--- src/pmic_event_pkg.sv ---
package pmic_event_pkg;

  // ************************************************************
  // Register bus shape
  // ************************************************************
  localparam int DATA_W = 24;
  localparam int ADDR_W = 6;

  typedef struct packed {
    logic wr;
    logic rd;
    logic [ADDR_W-1:0] addr;
    logic [DATA_W-1:0] wdata;
  } reg_req_t;

  // ************************************************************
  // Register offsets
  // ************************************************************
  localparam logic [ADDR_W-1:0] OFS_EVENT_FLAGS_FIRST = 6'h00;
  localparam logic [ADDR_W-1:0] OFS_EVENT_MASK_FIRST = 6'h01;
  localparam logic [ADDR_W-1:0] OFS_LIVE_CONDITION_FIRST = 6'h02;
  localparam logic [ADDR_W-1:0] OFS_EVENT_FLAGS_SECOND = 6'h03;
  localparam logic [ADDR_W-1:0] OFS_EVENT_MASK_SECOND = 6'h04;

  // ************************************************************
  // Field positions
  // ************************************************************
  localparam int BIT_WATCHDOG_INPUT_RESET_FLAG = 5;
  localparam int BIT_BUTTON_SYSTEM_RESET_FLAG = 6;
  localparam int BIT_LOW_POWER_USB_BOOT_FLAG = 11;
  localparam int BIT_THERMAL_LOW_WARNING_FLAG = 12;
  localparam int BIT_THERMAL_HIGH_WARNING_FLAG = 13;
  localparam int BIT_SHORT_CIRCUIT_TRIP_FLAG = 16;
  localparam int BIT_BATTERY_REMOVAL_MASK = 22;
  localparam int BIT_WALL_CHARGER_FLAG = 21;
  localparam int BIT_CHARGER_ENABLED_LIVE = 7;
  localparam int BIT_B_SESSION_VALID_LIVE = 16;
  localparam int BIT_ID_FACTORY_LIVE = 4;

  // ************************************************************
  // Implemented bits and reset domains per register
  // ************************************************************
  localparam logic [DATA_W-1:0] FIRST_IMPL = 24'h39_7fff;
  localparam logic [DATA_W-1:0] FIRST_RTC_DOMAIN = 24'h00_00a0;
  localparam logic [DATA_W-1:0] FIRST_OFF_DOMAIN = 24'h01_1048;
  localparam logic [DATA_W-1:0] SECOND_IMPL = 24'hc1_ffff;
  localparam logic [DATA_W-1:0] SECOND_RTC_DOMAIN = 24'h00_0ee3;
  localparam logic [DATA_W-1:0] SECOND_OFF_DOMAIN = 24'h00_011c;
  localparam logic [DATA_W-1:0] LIVE_FIRST_IMPL = 24'h19_7ff8;

  // ************************************************************
  // Reset values
  // ************************************************************
  localparam logic [DATA_W-1:0] RST_EVENT_FLAGS_FIRST = 24'h00_0000;
  localparam logic [DATA_W-1:0] RST_EVENT_MASK_FIRST = 24'hff_ffff;
  localparam logic [DATA_W-1:0] RST_EVENT_FLAGS_SECOND = 24'h00_0080;
  localparam logic [DATA_W-1:0] RST_EVENT_MASK_SECOND = 24'hff_f7ff;
  localparam logic [DATA_W-1:0] RST_READ_DATA = 24'h00_0000;

  // ************************************************************
  // Reset domain pins, in synchroniser order
  // ************************************************************
  localparam int DOMAIN_PINS = 3;
  localparam int PIN_EXTERNAL = 0;
  localparam int PIN_RTC = 1;
  localparam int PIN_OFF = 2;
  localparam logic [DOMAIN_PINS-1:0] RST_DOMAIN_PINS_N = 3'h0;

endpackage : pmic_event_pkg

--- src/level_sync_2ff.sv ---
module level_sync_2ff #(
  parameter int WIDTH = 1,
  parameter logic [WIDTH-1:0] RESET_VALUE = '0
) (
  input wire logic clk_sys_in,
  input wire logic reset_in,
  input wire logic [WIDTH-1:0] async_in,
  output logic [WIDTH-1:0] sync_out
);

  // ************************************************************
  // State
  // ************************************************************
  // The first stage is read only by the second stage, so a metastable
  // sample never reaches any logic.
  typedef struct packed {
    logic [WIDTH-1:0] meta;
    logic [WIDTH-1:0] stable;
  } sync_state_t;

  sync_state_t state_r;
  sync_state_t state_nxt;

  always_comb
  begin
    state_nxt.meta = async_in;
    state_nxt.stable = state_r.meta;
  end

  always_ff @(posedge clk_sys_in)
  begin
    if (reset_in)
    begin
      state_r.meta <= RESET_VALUE;
      state_r.stable <= RESET_VALUE;
    end
    else
    begin
      state_r <= state_nxt;
    end
  end

  assign sync_out = state_r.stable;

endmodule : level_sync_2ff

--- src/pmic_event_status_mask_sense.sv ---
// Functional notes
// Watchdog-input system reset latches second flags bit 5; write-one clears; RTC reset.
// Button system reset latches second flags bit 6; write-one clears; RTC reset.
// Short-circuit trip sets second flags bit 16; write-one or external reset clear.
// Second mask bit 16 masks short-circuit trip; read-write; resets to one.
// Low-power USB boot latches second flags bit 11; write-one clears; RTC reset.
// Low-power USB boot mask, second mask bit 11, resets to zero.
// Thermal low/high warnings latch second flags bits 12, 13; external reset.
// First mask bit 21 masks wall charger flag; read-write; resets to one.
// First live bit 7 shows charger enable; read-only; no reset.
// First live bit 16 follows B-session validity continuously; no reset.
// First live bit 4 follows ID factory condition; no reset.
// Second mask bit 22 masks battery removal; read-write; external reset to one.
// Live bits follow their inputs without latching.
// Flag clears only on written one; written zero leaves it alone.
// Off-state reset pulse forces off-domain bits to defaults.
// External-reset-domain bits held at defaults while that pin is low.
// Interrupt request high while any flag set with its mask clear.
// Reserved and unused bits ignore writes and read their defaults.
module pmic_event_status_mask_sense (
  input wire logic clk_sys_in,
  input wire logic reset_in,
  input wire pmic_event_pkg::reg_req_t reg_req_in,
  input wire logic [pmic_event_pkg::DATA_W-1:0] first_event_in,
  input wire logic [pmic_event_pkg::DATA_W-1:0] second_event_in,
  input wire logic [pmic_event_pkg::DATA_W-1:0] live_condition_in,
  input wire logic external_reset_n_in,
  input wire logic rtc_power_on_reset_n_in,
  input wire logic off_state_reset_n_in,
  output logic [pmic_event_pkg::DATA_W-1:0] reg_rdata_out,
  output logic irq_out
);

  // ************************************************************
  // Local types
  // ************************************************************
  typedef struct packed {
    logic [pmic_event_pkg::DATA_W-1:0] flags_first;
    logic [pmic_event_pkg::DATA_W-1:0] mask_first;
    logic [pmic_event_pkg::DATA_W-1:0] flags_second;
    logic [pmic_event_pkg::DATA_W-1:0] mask_second;
    logic [pmic_event_pkg::DATA_W-1:0] rdata;
    logic irq;
  } evt_state_t;

  evt_state_t state_r;
  evt_state_t state_nxt;

  logic [pmic_event_pkg::DATA_W-1:0] live_sync;
  logic [pmic_event_pkg::DOMAIN_PINS-1:0] domain_pins_n_sync;
  logic [pmic_event_pkg::DATA_W-1:0] live_view;

  // ************************************************************
  // Helpers
  // ************************************************************
  function automatic logic hit(
    input pmic_event_pkg::reg_req_t req,
    input logic [pmic_event_pkg::ADDR_W-1:0] ofs
  );
    hit = req.addr == ofs;
  endfunction : hit

  // Builds the set of bits that a reset domain currently holds, given the
  // implemented bits and the split between the three domains.
  function automatic logic [pmic_event_pkg::DATA_W-1:0] held_bits(
    input logic [pmic_event_pkg::DATA_W-1:0] impl,
    input logic [pmic_event_pkg::DATA_W-1:0] rtc_dom,
    input logic [pmic_event_pkg::DATA_W-1:0] off_dom,
    input logic [pmic_event_pkg::DOMAIN_PINS-1:0] pins_n
  );
    logic [pmic_event_pkg::DATA_W-1:0] ext_dom;
    ext_dom = impl & ~(rtc_dom | off_dom);
    held_bits = '0;
    if (!pins_n[pmic_event_pkg::PIN_EXTERNAL])
    begin
      held_bits = held_bits | ext_dom;
    end
    if (!pins_n[pmic_event_pkg::PIN_RTC])
    begin
      held_bits = held_bits | rtc_dom;
    end
    if (!pins_n[pmic_event_pkg::PIN_OFF])
    begin
      held_bits = held_bits | off_dom;
    end
  endfunction : held_bits

  // Write-one-to-clear flag update. The event is OR-ed in after the clear,
  // so an event in the same cycle as its clear survives.
  function automatic logic [pmic_event_pkg::DATA_W-1:0] flag_next(
    input logic [pmic_event_pkg::DATA_W-1:0] cur,
    input logic [pmic_event_pkg::DATA_W-1:0] evt,
    input logic clr_en,
    input logic [pmic_event_pkg::DATA_W-1:0] wdata,
    input logic [pmic_event_pkg::DATA_W-1:0] impl,
    input logic [pmic_event_pkg::DATA_W-1:0] dflt
  );
    logic [pmic_event_pkg::DATA_W-1:0] clr;
    clr = clr_en ? wdata : '0;
    flag_next = (((cur & ~clr) | evt) & impl) | (dflt & ~impl);
  endfunction : flag_next

  // ************************************************************
  // Input synchronisers
  // ************************************************************
  // Live conditions and reset-domain pins come from outside this clock,
  // so they are seen two cycles late; a reset-domain pulse shorter than
  // one clock period may be missed.
  level_sync_2ff #(
    .WIDTH(pmic_event_pkg::DATA_W),
    .RESET_VALUE(pmic_event_pkg::RST_READ_DATA)
  ) u_live_sync (
    .clk_sys_in(clk_sys_in),
    .reset_in(reset_in),
    .async_in(live_condition_in),
    .sync_out(live_sync)
  );

  level_sync_2ff #(
    .WIDTH(pmic_event_pkg::DOMAIN_PINS),
    .RESET_VALUE(pmic_event_pkg::RST_DOMAIN_PINS_N)
  ) u_domain_sync (
    .clk_sys_in(clk_sys_in),
    .reset_in(reset_in),
    .async_in({off_state_reset_n_in, rtc_power_on_reset_n_in, external_reset_n_in}),
    .sync_out(domain_pins_n_sync)
  );

  // ************************************************************
  // Live condition view
  // ************************************************************
  always_comb
  begin
    live_view = live_sync & pmic_event_pkg::LIVE_FIRST_IMPL;
  end

  // ************************************************************
  // Next state
  // ************************************************************
  always_comb
  begin
    logic [pmic_event_pkg::DATA_W-1:0] hold_first;
    logic [pmic_event_pkg::DATA_W-1:0] hold_second;
    logic wr_flags_first;
    logic wr_flags_second;
    hold_first = held_bits(pmic_event_pkg::FIRST_IMPL, pmic_event_pkg::FIRST_RTC_DOMAIN,
      pmic_event_pkg::FIRST_OFF_DOMAIN, domain_pins_n_sync);
    hold_second = held_bits(pmic_event_pkg::SECOND_IMPL, pmic_event_pkg::SECOND_RTC_DOMAIN,
      pmic_event_pkg::SECOND_OFF_DOMAIN, domain_pins_n_sync);
    wr_flags_first = reg_req_in.wr && hit(reg_req_in, pmic_event_pkg::OFS_EVENT_FLAGS_FIRST);
    wr_flags_second = reg_req_in.wr && hit(reg_req_in, pmic_event_pkg::OFS_EVENT_FLAGS_SECOND);
    state_nxt = state_r;

    // Flags: set by events, cleared by a written one, forced to their defaults by a held reset domain.
    state_nxt.flags_first = flag_next(state_r.flags_first, first_event_in, wr_flags_first,
      reg_req_in.wdata, pmic_event_pkg::FIRST_IMPL,
      pmic_event_pkg::RST_EVENT_FLAGS_FIRST);
    state_nxt.flags_second = flag_next(state_r.flags_second, second_event_in, wr_flags_second,
      reg_req_in.wdata, pmic_event_pkg::SECOND_IMPL,
      pmic_event_pkg::RST_EVENT_FLAGS_SECOND);

    // Masks: plain read-write on implemented bits only.
    if (reg_req_in.wr && hit(reg_req_in, pmic_event_pkg::OFS_EVENT_MASK_FIRST))
    begin
      state_nxt.mask_first = (reg_req_in.wdata & pmic_event_pkg::FIRST_IMPL)
        | (pmic_event_pkg::RST_EVENT_MASK_FIRST & ~pmic_event_pkg::FIRST_IMPL);
    end
    if (reg_req_in.wr && hit(reg_req_in, pmic_event_pkg::OFS_EVENT_MASK_SECOND))
    begin
      state_nxt.mask_second = (reg_req_in.wdata & pmic_event_pkg::SECOND_IMPL)
        | (pmic_event_pkg::RST_EVENT_MASK_SECOND & ~pmic_event_pkg::SECOND_IMPL);
    end

    // A held reset domain overrides both events and writes.
    state_nxt.flags_first = (state_nxt.flags_first & ~hold_first)
      | (pmic_event_pkg::RST_EVENT_FLAGS_FIRST & hold_first);
    state_nxt.mask_first = (state_nxt.mask_first & ~hold_first)
      | (pmic_event_pkg::RST_EVENT_MASK_FIRST & hold_first);
    state_nxt.flags_second = (state_nxt.flags_second & ~hold_second)
      | (pmic_event_pkg::RST_EVENT_FLAGS_SECOND & hold_second);
    state_nxt.mask_second = (state_nxt.mask_second & ~hold_second)
      | (pmic_event_pkg::RST_EVENT_MASK_SECOND & hold_second);

    // Read data is captured on a read strobe and held until the next one.
    if (reg_req_in.rd)
    begin
      case (reg_req_in.addr)
        pmic_event_pkg::OFS_EVENT_FLAGS_FIRST: state_nxt.rdata = state_r.flags_first;
        pmic_event_pkg::OFS_EVENT_MASK_FIRST: state_nxt.rdata = state_r.mask_first;
        pmic_event_pkg::OFS_LIVE_CONDITION_FIRST: state_nxt.rdata = live_view;
        pmic_event_pkg::OFS_EVENT_FLAGS_SECOND: state_nxt.rdata = state_r.flags_second;
        pmic_event_pkg::OFS_EVENT_MASK_SECOND: state_nxt.rdata = state_r.mask_second;
        default: state_nxt.rdata = pmic_event_pkg::RST_READ_DATA;
      endcase
    end

    // The request follows the updated flags so it drops in the same cycle
    // as the clear becomes visible.
    state_nxt.irq = (|(state_nxt.flags_first & ~state_nxt.mask_first))
      || (|(state_nxt.flags_second & ~state_nxt.mask_second));
  end

  // ************************************************************
  // State register
  // ************************************************************
  always_ff @(posedge clk_sys_in)
  begin
    if (reset_in)
    begin
      state_r.flags_first <= pmic_event_pkg::RST_EVENT_FLAGS_FIRST;
      state_r.mask_first <= pmic_event_pkg::RST_EVENT_MASK_FIRST;
      state_r.flags_second <= pmic_event_pkg::RST_EVENT_FLAGS_SECOND;
      state_r.mask_second <= pmic_event_pkg::RST_EVENT_MASK_SECOND;
      state_r.rdata <= pmic_event_pkg::RST_READ_DATA;
      state_r.irq <= 1'b0;
    end
    else
    begin
      state_r <= state_nxt;
    end
  end

  // ************************************************************
  // Outputs
  // ************************************************************
  assign reg_rdata_out = state_r.rdata;
  assign irq_out = state_r.irq;

endmodule : pmic_event_status_mask_sense

--- config.mk ---
export PLATFORM = sky130hd
export DESIGN_NAME = pmic_event_status_mask_sense
export DESIGN_NICKNAME = d
export VERILOG_FILES = /design/src/pmic_event_pkg.sv /design/src/level_sync_2ff.sv /design/src/pmic_event_status_mask_sense.sv
export SDC_FILE = /design/constraint.sdc
export NUM_CORES = 1
export LEC_CHECK = 0
export BUFFER_PORTS_ARGS = -buffer_cell sky130_fd_sc_hd__buf_2
export CORE_ASPECT_RATIO = 1.5
export CORE_MARGIN = 2
export CORE_UTILIZATION = 49
export CTS_BUF_LIST = sky130_fd_sc_hd__clkbuf_16
export DETAILED_ROUTE_END_ITERATION = 10
export HOLD_SLACK_MARGIN = 0.02
export PLACE_DENSITY_LB_ADDON = 0.3
export RECOVER_POWER = 100
export SETUP_SLACK_MARGIN = 0.2
export SLEW_MARGIN = 20
export SYNTH_ARGS = -nofsm -noshare
export SYNTH_HDL_FRONTEND = slang
export SYNTH_SLANG_ARGS = --single-unit
--- constraint.sdc ---
create_clock -name clk_sys_in -period 2.05 [get_ports clk_sys_in]
set_input_delay 0.1025 -clock clk_sys_in [delete_from_list [all_inputs] [get_ports clk_sys_in]]
set_output_delay 0.1025 -clock clk_sys_in [all_outputs]
set_load 0.02 [all_outputs]
After elaboration in Yosys (flattened, before gate mapping)
Cells that the tools add are included.
Word-level totals
  flip-flop bits (word level): 169
  input bits: 109
  output and inout bits: 25
  word-level logic and storage cells: 52
Operators by class
  equal/unequal tests: 4
  muxes and demuxes: 11
  bitwise gates (word level): 19
  reductions and logical operators: 8
Operators with widths (number)
  24-bit bitwise AND: 6
  24-bit one-hot mux with 5 select lines: 1
  24-bit 2-to-1 mux: 4
  24-bit inverter: 4
  24-bit OR: 2
  24-bit OR reduction: 2
  22-bit 2-to-1 mux: 2
  22-bit by 24-bit bitwise AND with 24-bit output: 1
  22-bit inverter with 24-bit output: 1
  24-bit by 22-bit OR with 24-bit output: 1
  24-bit by 8-bit OR with 24-bit output: 1
  22-bit bitwise AND: 1
  22-bit inverter: 1
  22-bit OR: 1
  17-bit 2-to-1 mux: 1
  6-bit by 2-bit equality test with 1-bit output, second input constant: 2
  12-bit 2-to-1 mux: 1
  9-bit 2-to-1 mux: 1
  8-bit 2-to-1 mux: 1
  6-bit by 1-bit equality test with 1-bit output, second input constant: 1
  6-bit by 3-bit equality test with 1-bit output, second input constant: 1
  6-bit logical NOT: 1
  1-bit logical AND: 4
  1-bit logical OR: 1

Depth between registers and ports, before layout
Gate-level depths: netlist of run 1.
  depth in word-level cells: 11
  mapped depth: 10
  depth with buffers taken out: 7

Hierarchy
From an unflattened synthesis of run 1, not the netlist that was laid out.
Unflattened totals
  cells, all modules: 759
  area total of the unflattened synthesis: 6915.4 µm²
Modules (own cells, without submodules)
  pmic_event_status_mask_sense: instances 1, cells an instance 646, area an instance 5452.7 µm², sequential area each 2222.1 µm²
  level_sync_2ff at u_live_sync: instances 1, cells an instance 101, area an instance 1305.0 µm², sequential area each 960.9 µm²
  level_sync_2ff at u_domain_sync: instances 1, cells an instance 12, area an instance 157.7 µm², sequential area each 120.1 µm²

Worst setup path before layout of run 1
Ideal clock, no wire load.
  path kind: input -> register
  start point: input reg_req_in[29] in the netlist's numbering
  end point: register state_r, in the netlist irq_out
  setup time: 0.143 ns
  arrival time: 1.871 ns
  data required time: 1.907 ns
  setup slack: 0.036 ns
  stages on the path: 7
  path buffers: 1
  path through: or4_4 > buf_6 > o32a_1 > a32o_1 > a22o_1 > nor4_1 > a41oi_1
On the way
  longest elaborated chain between the ends: 11
Ends and longest elaborated chain
  from (decl): RTL line pmic_event_status_mask_sense.sv:23  | input wire pmic_event_pkg::reg_req_t reg_req_in,
  6-bit by 2-bit equality test with 1-bit output: RTL line pmic_event_status_mask_sense.sv:60  | hit = req.addr == ofs;
  1-bit logical AND: RTL line pmic_event_status_mask_sense.sv:151  | wr_flags_second = reg_req_in.wr && hit(reg_req_in, pmic_event_pkg::OFS_EVENT_FLAGS_SECOND);
  24-bit 2-to-1 mux: RTL line pmic_event_status_mask_sense.sv:99  | clr = clr_en ? wdata : '0;
  24-bit inverter: RTL line pmic_event_status_mask_sense.sv:100  | flag_next = (((cur & ~clr) | evt) & impl) | (dflt & ~impl);
  24-bit bitwise AND: RTL line pmic_event_status_mask_sense.sv:100
  24-bit OR: RTL line pmic_event_status_mask_sense.sv:100
  24-bit bitwise AND: RTL line pmic_event_status_mask_sense.sv:179  | state_nxt.flags_second = (state_nxt.flags_second & ~hold_second)
  24-bit by 8-bit OR with 24-bit output: RTL line pmic_event_status_mask_sense.sv:180  | | (pmic_event_pkg::RST_EVENT_FLAGS_SECOND & hold_second);
  24-bit bitwise AND: RTL line pmic_event_status_mask_sense.sv:200  | || (|(state_nxt.flags_second & ~state_nxt.mask_second));
  24-bit OR reduction: RTL line pmic_event_status_mask_sense.sv:200
  1-bit logical OR *: RTL line pmic_event_status_mask_sense.sv:200
  to (signal assigned): RTL line pmic_event_status_mask_sense.sv:219  | state_r <= state_nxt;
  to (decl): RTL line pmic_event_status_mask_sense.sv:46  | evt_state_t state_r;
Mark *: on every way between the ends. The rest lies on a longest branch, timed or not.
A chain may end at the register's enable or synchronous reset.

Worst setup path in the final report of run 1
  start point: input reg_req_in[24] in the netlist's numbering
  end point: register state_r, in the netlist reg_rdata_out[2]
On the way
  longest elaborated chain between the ends: 2
Ends and longest elaborated chain
  6-bit by 3-bit equality test with 1-bit output, or another cell as far along: RTL line pmic_event_status_mask_sense.sv:187  | case (reg_req_in.addr)
  24-bit one-hot mux with 5 select lines *: RTL line pmic_event_status_mask_sense.sv:187
Marks and branches as above.

==> flow_metrics.env, run 1 <==
export IMPL_synth_distinct_cells=54
export IMPL_start_util_pct=49.5
export IMPL_postLayoutSetupSlackWorst_ns=0.125
export IMPL_dr_pass1_iters=5
export IMPL_status="finished clean"
export IMPL_dp_cells=1011
export IMPL_synthFlopType="dfxtp_1"
export IMPL_rsz0062_at_grt="yes"
export IMPL_criticalPathCategory="in2reg"
export IMPL_setup_viol=0
export IMPL_yosysWarnings=0
export IMPL_layout_nets=1053
export IMPL_cellPowerDensity_nw_per_um2=788
export IMPL_rows=51
export IMPL_ioPinCount=134
export IMPL_cts_setup_buffers=0
export IMPL_clockBufferDepth=2
export IMPL_dpl_worst_slack_ns=-0.303
export IMPL_dieHeight_um=143
export IMPL_tightest_slew_ns=0.927
export IMPL_fill_cells=1041
export IMPL_min_path_cells=4
export IMPL_yosysSeqAreaShare_pct=46.3
export IMPL_design_power_total_w=0.00676
export IMPL_post_route_min_period_ns=1.93
export IMPL_grt_ovfl_total=0
export IMPL_wl_per_cell_um=19.3
export IMPL_min_path_type="in2reg"
export IMPL_syn_num_nets=860
export IMPL_cpMaxStageDelayCell="a221oi_1"
export IMPL_syn_inst=751
export IMPL_min_from="first_event_in[13]"
export IMPL_drt_total_wl_um=21500
export IMPL_synthTopCellsByCount="147 x dfxtp_1, 114 x nand2_1, 66 x nor2_1"
export IMPL_async_reset_ff_share_pct=0
export IMPL_maxSlewHeadroom_pct=38.2
export IMPL_synth_seq_cells=147
export IMPL_rr_worst_depth=3
export IMPL_drt_iter0_drc=574
export IMPL_drc=0
export IMPL_hold_viol_final=0
export IMPL_syn_area_um2=6350
export IMPL_synth_edf_count=0
export IMPL_ff2ff_setup_slack_ns=0.18
export IMPL_ir_drop_mv=0.546
export IMPL_crit_family="buffers and inverters"
export IMPL_arrival_ns=2.19
export IMPL_numPortBuffers=112
export IMPL_cts_tree="built"
export IMPL_core_area_um2=12800
export IMPL_fin_tns_setup_ns=0
export IMPL_drv_slew=0
export IMPL_grt_pass1_wl_um=32900
export IMPL_r2r_start="u_domain_sync.sync_out[0]$_SDFF_PP0_"
export IMPL_ant_nets=0
export IMPL_dieArea_um2=13900
export IMPL_synth_top_area_share_pct=46.3
export IMPL_cts_buffers=17
export IMPL_gp_congestion=1.03
export IMPL_fmax_mhz=519
export IMPL_vias=6482
export IMPL_clock_skew_ns=0.00892
export IMPL_cp_num_buf_inv=4
export IMPL_clk_pin_slew_ns=0.06
export IMPL_timing_hold_ws_ns=0.0312
export IMPL_antenna_found_initial=0
export IMPL_dp_hpwl_um=15200
export IMPL_grt_usage_pct=30.5
export IMPL_synth_top_area_cell="dfxtp_1"
export IMPL_clk_latency_ns=0.42
export IMPL_finalCritPeriodShare_pct=93.9
export IMPL_maxCapViolCount=0
export IMPL_critPathLaunchType="primary input"
export IMPL_grt_max_degree=49
export IMPL_end_kind="register"
export IMPL_cts_sinks=147
export IMPL_p_leak_nw=3.56
export IMPL_grt_pass1_vias=6349
export IMPL_r2r_end="state_r[87]$_SDFF_PP1_"
export IMPL_hold_end="state_r[110]$_SDFF_PP0_"
export IMPL_final_cells=1115
export IMPL_area_growth_syn_to_layout_pct=35.1
export IMPL_fp_dieW_um=97.0
export IMPL_yosysMostFrequentCell="dfxtp_1"
export IMPL_antennaDiodeCount=0
export IMPL_crit_required_ns=2.32
export IMPL_critical_path_max_stage_delay_ns=0.73
export IMPL_h_tree_depth=4
export IMPL_syn_area_per_cell_um2=8.46
export IMPL_ys_top_cells_by_area="dfxtp_1 46%, nand2_1 6.7%, mux2i_1 4.4%"
export IMPL_setup_worst_path_start="reg_req_in[24]"
export IMPL_final_layout_size_suffix_gt1_share_pct=20.1
export IMPL_routed_via_density=5.81
export IMPL_path_cells="buf_2 -> clkbuf_1 -> buf_4 -> nor2_1 -> and3_1 -> clkbuf_2 -> a221oi_1 -> a211oi_1"
export IMPL_cts_root_buf="clkbuf_16"
export IMPL_path_max_fanout=24
-- worst max-delay path by stage --
| stage | to | slack [ns] | depth (start not counted) |
|---|---|---|---|
| floorplan | irq_out$_SDFF_PP0_ | 0.20 | 8 |
| global placement | irq_out$_SDFF_PP0_ | -0.21 | 8 |
| detailed placement | irq_out$_SDFF_PP0_ | -0.30 | 8 |
| CTS | irq_out$_SDFF_PP0_ | 0.22 | 8 |
| global route | state_r[81]$_SDFF_PP1_ | 0.09 | 3 |
| finish | reg_rdata_out[2]$_SDFFE_PP0P_ | 0.12 | 8 |
-- what timing repair did --
action / in CTS / in global routing
pin swaps: 0 / 9
resized for setup: 1 / 12
endpoints found under the hold margin: 78 / 0
hold buffers: 73 / 0
setup endpoints to repair: 1 / 2
-- power breakdown --
| part | internal (W) | switching [W] | total (W) |
|---|---|---|---|
| registers | 0.00293 | 0.0000428 | 0.00297 |
| logic | 0.000309 | 0.000344 | 0.000653 |
| clock network | 0.00183 | 0.00131 | 0.00314 |
-- layout by cell type (no fill, tap or decap), types with 3 or more instances in the layout --
master | Yosys | final
o21ai_1 | 4 | 5
nand2b_1 | 9 | 9
buf_4 | 24 | 54
a211oi_1 | 24 | 24
clkbuf_2 | 0 | 4
buf_2 | 8 | 83
inv_1 | 4 | 4
clkbuf_1 | 43 | 33
clkbuf_16 | 0 | 17
and2_1 | 11 | 3
nor3_1 | 6 | 6
a221oi_1 | 9 | 9
nand2_1 | 114 | 113
o21a_1 | 5 | 5
nand3_1 | 28 | 27
or3_1 | 10 | 10
clkinvlp_4 | 0 | 3
nor2b_1 | 41 | 41
a21boi_0 | 4 | 4
a21oi_1 | 50 | 50
a21o_1 | 6 | 6
or2_2 | 3 | 3
o211ai_1 | 4 | 4
a222oi_1 | 13 | 13
dlygate4sd3_1 | 0 | 73
inv_6 | 0 | 7
nand4_1 | 15 | 15
mux2i_1 | 28 | 28
o21ai_0 | 31 | 28
o2111ai_1 | 6 | 6
and2_0 | 0 | 8
nor2_1 | 66 | 66
dfxtp_1 | 147 | 147
-- metrics by stage --
stage | utilization (%) | cell area (um2)
after global routing | 66.9 | 8580
after detailed placement | 56.8 | 7280
after floorplan | - | 6390
final | 66.9 | 8580
after global placement | 56.8 | 7280
after CTS | 67.1 | 8610
-- flip-flops by register name, summed over array words and instances (netlist names) --
register,count
u_domain_sync.state_nxt,3
u_domain_sync.sync_out,3
u_live_sync.sync_out,15
reg_rdata_out,24
irq_out,1
u_live_sync.state_nxt,15
state_r,86
-- kinds of logic after synthesis --
kind of cell	share of synthesized area, %
AOI/OAI and AO/OA	18.7
buffers and inverters	6.54
DFF	46.3
muxes	4.41
and+or+nand+nor	24.0
-- tightest hold or removal path: stages --
cell and delay (ns):
buf_2 0.08, a21oi_1 0.04, buf_4 0.12, nor2_1 0.07
-- cell type report --
| cell class | count | area, um2 | share of cell area, % |
|---|---|---|---|
| Multi-Input combinational cell | 522 | 3060 | 35.7 |
| Inverter | 4 | 15.0 | 0.175 |
| Tap cell | 159 | 199 | 2.32 |
| Sequential cell | 147 | 2940 | 34.3 |
| Clock buffer | 17 | 425 | 4.96 |
| Clock inverter | 14 | 166 | 1.94 |
| Timing Repair Buffer | 252 | 1770 | 20.7 |
-- per-layer routing --
metal	vias up	routed length, um	track usage [%]	part of all wire (%)
met5	-	0	0	0
met2	330	10800	53.3	50
met4	0	1590	23.0	7.4
met1	3046	7790	33.2	36
met3	85	1350	5.01	6.3
li1	3021	-	-	-
Power figures use the tool's default switching activity.
==> inputs of run 2 (changes only) <==
--- a/config.mk
+++ b/config.mk
@@ -9,9 +9,7 @@
 export CORE_ASPECT_RATIO = 1.5
 export CORE_MARGIN = 2
 export CORE_UTILIZATION = 49
-export CTS_BUF_LIST = sky130_fd_sc_hd__clkbuf_16
 export DETAILED_ROUTE_END_ITERATION = 10
-export HOLD_SLACK_MARGIN = 0.02
 export PLACE_DENSITY_LB_ADDON = 0.3
 export RECOVER_POWER = 100
 export SETUP_SLACK_MARGIN = 0.2
==> constraint.sdc (replaced) <==
create_clock -name clk_sys_in -period 2.05 [get_ports clk_sys_in]
set_input_delay 0.1025 -clock clk_sys_in [delete_from_list [all_inputs] [get_ports clk_sys_in]]
set_output_delay 0.1025 -clock clk_sys_in [all_outputs]
set_load 0.01 [all_outputs]
==> flow_metrics.env, run 2 (same netlist as run 1, synthesis figures left out) <==
export IMPL_fmax_mhz=516
export IMPL_fill_cells=1047
export IMPL_setup_viol=0
export IMPL_post_route_min_period_ns=1.94
export IMPL_hold_viol_final=0
export IMPL_drt_total_wl_um=21400
export IMPL_grt_usage_pct=30.4
export IMPL_final_cell_mix="147 x dfxtp_1, 113 x nand2_1, 83 x buf_2"
export IMPL_ir_drop_mv=0.542
export IMPL_vias=6466
export IMPL_drc=0
export IMPL_ant_nets=0
export IMPL_end_kind="register"
export IMPL_cts_tree="built"
export IMPL_fin_tns_setup_ns=0
export IMPL_min_path_type="in2reg"
export IMPL_dp_hpwl_um=15200
export IMPL_numPortBuffers=112
export IMPL_critPathLaunchType="primary input"
export IMPL_grt_pass1_vias=6362
export IMPL_dieArea_um2=13900
export IMPL_cts_sinks=147
export IMPL_clk_pin_slew_ns=0.06
export IMPL_dr_pass1_iters=5
export IMPL_arrival_ns=2.20
export IMPL_cellPowerDensity_nw_per_um2=789
export IMPL_p_leak_nw=3.54
export IMPL_antennaDiodeCount=0
export IMPL_clockBufferDepth=2
export IMPL_maxCapViolCount=0
export IMPL_wl_per_cell_um=19.3
export IMPL_dpl_cell_area_um2=7280
export IMPL_drt_iter0_drc=584
export IMPL_core_area_um2=12800
export IMPL_maxSlewHeadroom_pct=35.7
export IMPL_final_cells=1110
export IMPL_clock_skew_ns=0.00546
export IMPL_grt_ovfl_total=0
export IMPL_status="finished clean"
export IMPL_area_growth_syn_to_layout_pct=34.3
export IMPL_start_util_pct=49.5
export IMPL_cts_buffers=17
export IMPL_rows=51
export IMPL_dieHeight_um=143
export IMPL_grt_max_degree=49
export IMPL_design_area_um2=8530
export IMPL_fp_dieW_um=97.0
export IMPL_cts_root_buf="clkbuf_16"
export IMPL_design_power_total_w=0.00673
export IMPL_finalCritPeriodShare_pct=94.5
export IMPL_ioPinCount=134
export IMPL_grt_pass1_wl_um=32700
export IMPL_regMostFlops="state_r"
export IMPL_final_layout_size_suffix_gt1_share_pct=20.3
export IMPL_antenna_found_initial=0
export IMPL_h_tree_depth=4
export IMPL_rsz0062_at_grt="yes"
export IMPL_final_common_cell="dfxtp_1"
export IMPL_layout_nets=1048
export IMPL_clk_latency_ns=0.42
export IMPL_dp_cells=1011
export IMPL_criticalPathCategory="in2reg"
export IMPL_utilization_pct=66.5
export IMPL_path_max_fanout=24
export IMPL_gp_congestion=1.03
export IMPL_tightest_slew_ns=0.965
export IMPL_largest_reg_flops=86
export IMPL_crit_required_ns=2.31
export IMPL_routed_via_density=5.83
export IMPL_drv_slew=0
[run 2: cell types whose count changed in the layout (fill, tap and decap cells not counted)]
cell	previous run	this run
dlygate4sd3_1	73	68
nor2_1	66	65
nor2_2	0	1
[run 2: report_power, final]
| part | switching (W) | total [W] | internal (W) |
|---|---|---|---|
| Combinational | 0.000323 | 0.000625 | 0.000302 |
| Sequential | 0.0000426 | 0.00297 | 0.00293 |
| Clock | 0.00131 | 0.00314 | 0.00183 |
| Total | 0.00167 | 0.00673 | 0.00506 |
[run 2: final cells by class]
type,instances,area (um2),area share [%]
clock buffers,17,425,4.99
clock inverters,14,166,1.95
inverters,4,15.0,0.176
multi-input cells,522,3060,35.9
flip-flops and latches,147,2940,34.5
well taps,159,199,2.33
repair buffers,247,1720,20.2
[run 2: final timing paths]
| check | from | end | slack (ns) | cells after the start |
|---|---|---|---|---|
| hold / removal | reg_req_in[1] | state_r[26]$_SDFF_PP1_ | 0.01 | 3 |
| setup reg to reg | u_domain_sync.sync_out[0]$_SDFF_PP0_ | state_r[87]$_SDFF_PP1_ | 0.18 | 3 |
| setup / recovery | reg_req_in[24] | reg_rdata_out[2]$_SDFFE_PP0P_ | 0.11 | 8 |
| hold reg to reg | u_live_sync.state_nxt[13]$_SDFF_PP0_ | u_live_sync.sync_out[13]$_SDFF_PP0_ | 0.44 | 1 |
[run 2: critical path: stages]
cell	delay, ns
buf_2	0.12
clkbuf_1	0.19
buf_4	0.21
nor2_1	0.05
and3_1	0.22
clkbuf_2	0.40
a221oi_1	0.73
a211oi_1	0.16
[run 2: metrics by stage]
step	setup WS (ns)	hold slack (ns)
2_1_floorplan	0.201	0.197
3_3_place_gp	-0.209	0.314
3_5_place_dp	-0.303	0.318
4_1_cts	0.217	0.000943
5_1_grt	0.0888	0.0346
6_report	0.112	0.00969
[run 2: routing by layer]
| layer | up-vias | global-route usage, % | part of all wire (%) |
|---|---|---|---|
| met2 | 332 | 52.7 | 49 |
| li1 | 3008 | - | - |
| met5 | - | 0 | 0 |
| met1 | 3036 | 33.0 | 37 |
| met3 | 90 | 5.06 | 6.1 |
| met4 | 0 | 23.4 | 7.7 |
[run 2: repair_timing]
action | 4_1_cts | 5_1_grt
hold buffers | 68 | 0
setup buffers | 0 | 0
gates resized for setup | 1 | 12
hold endpoints to repair | 70 | 0
setup endpoints to repair | 1 | 1
pin swaps | 0 | 9
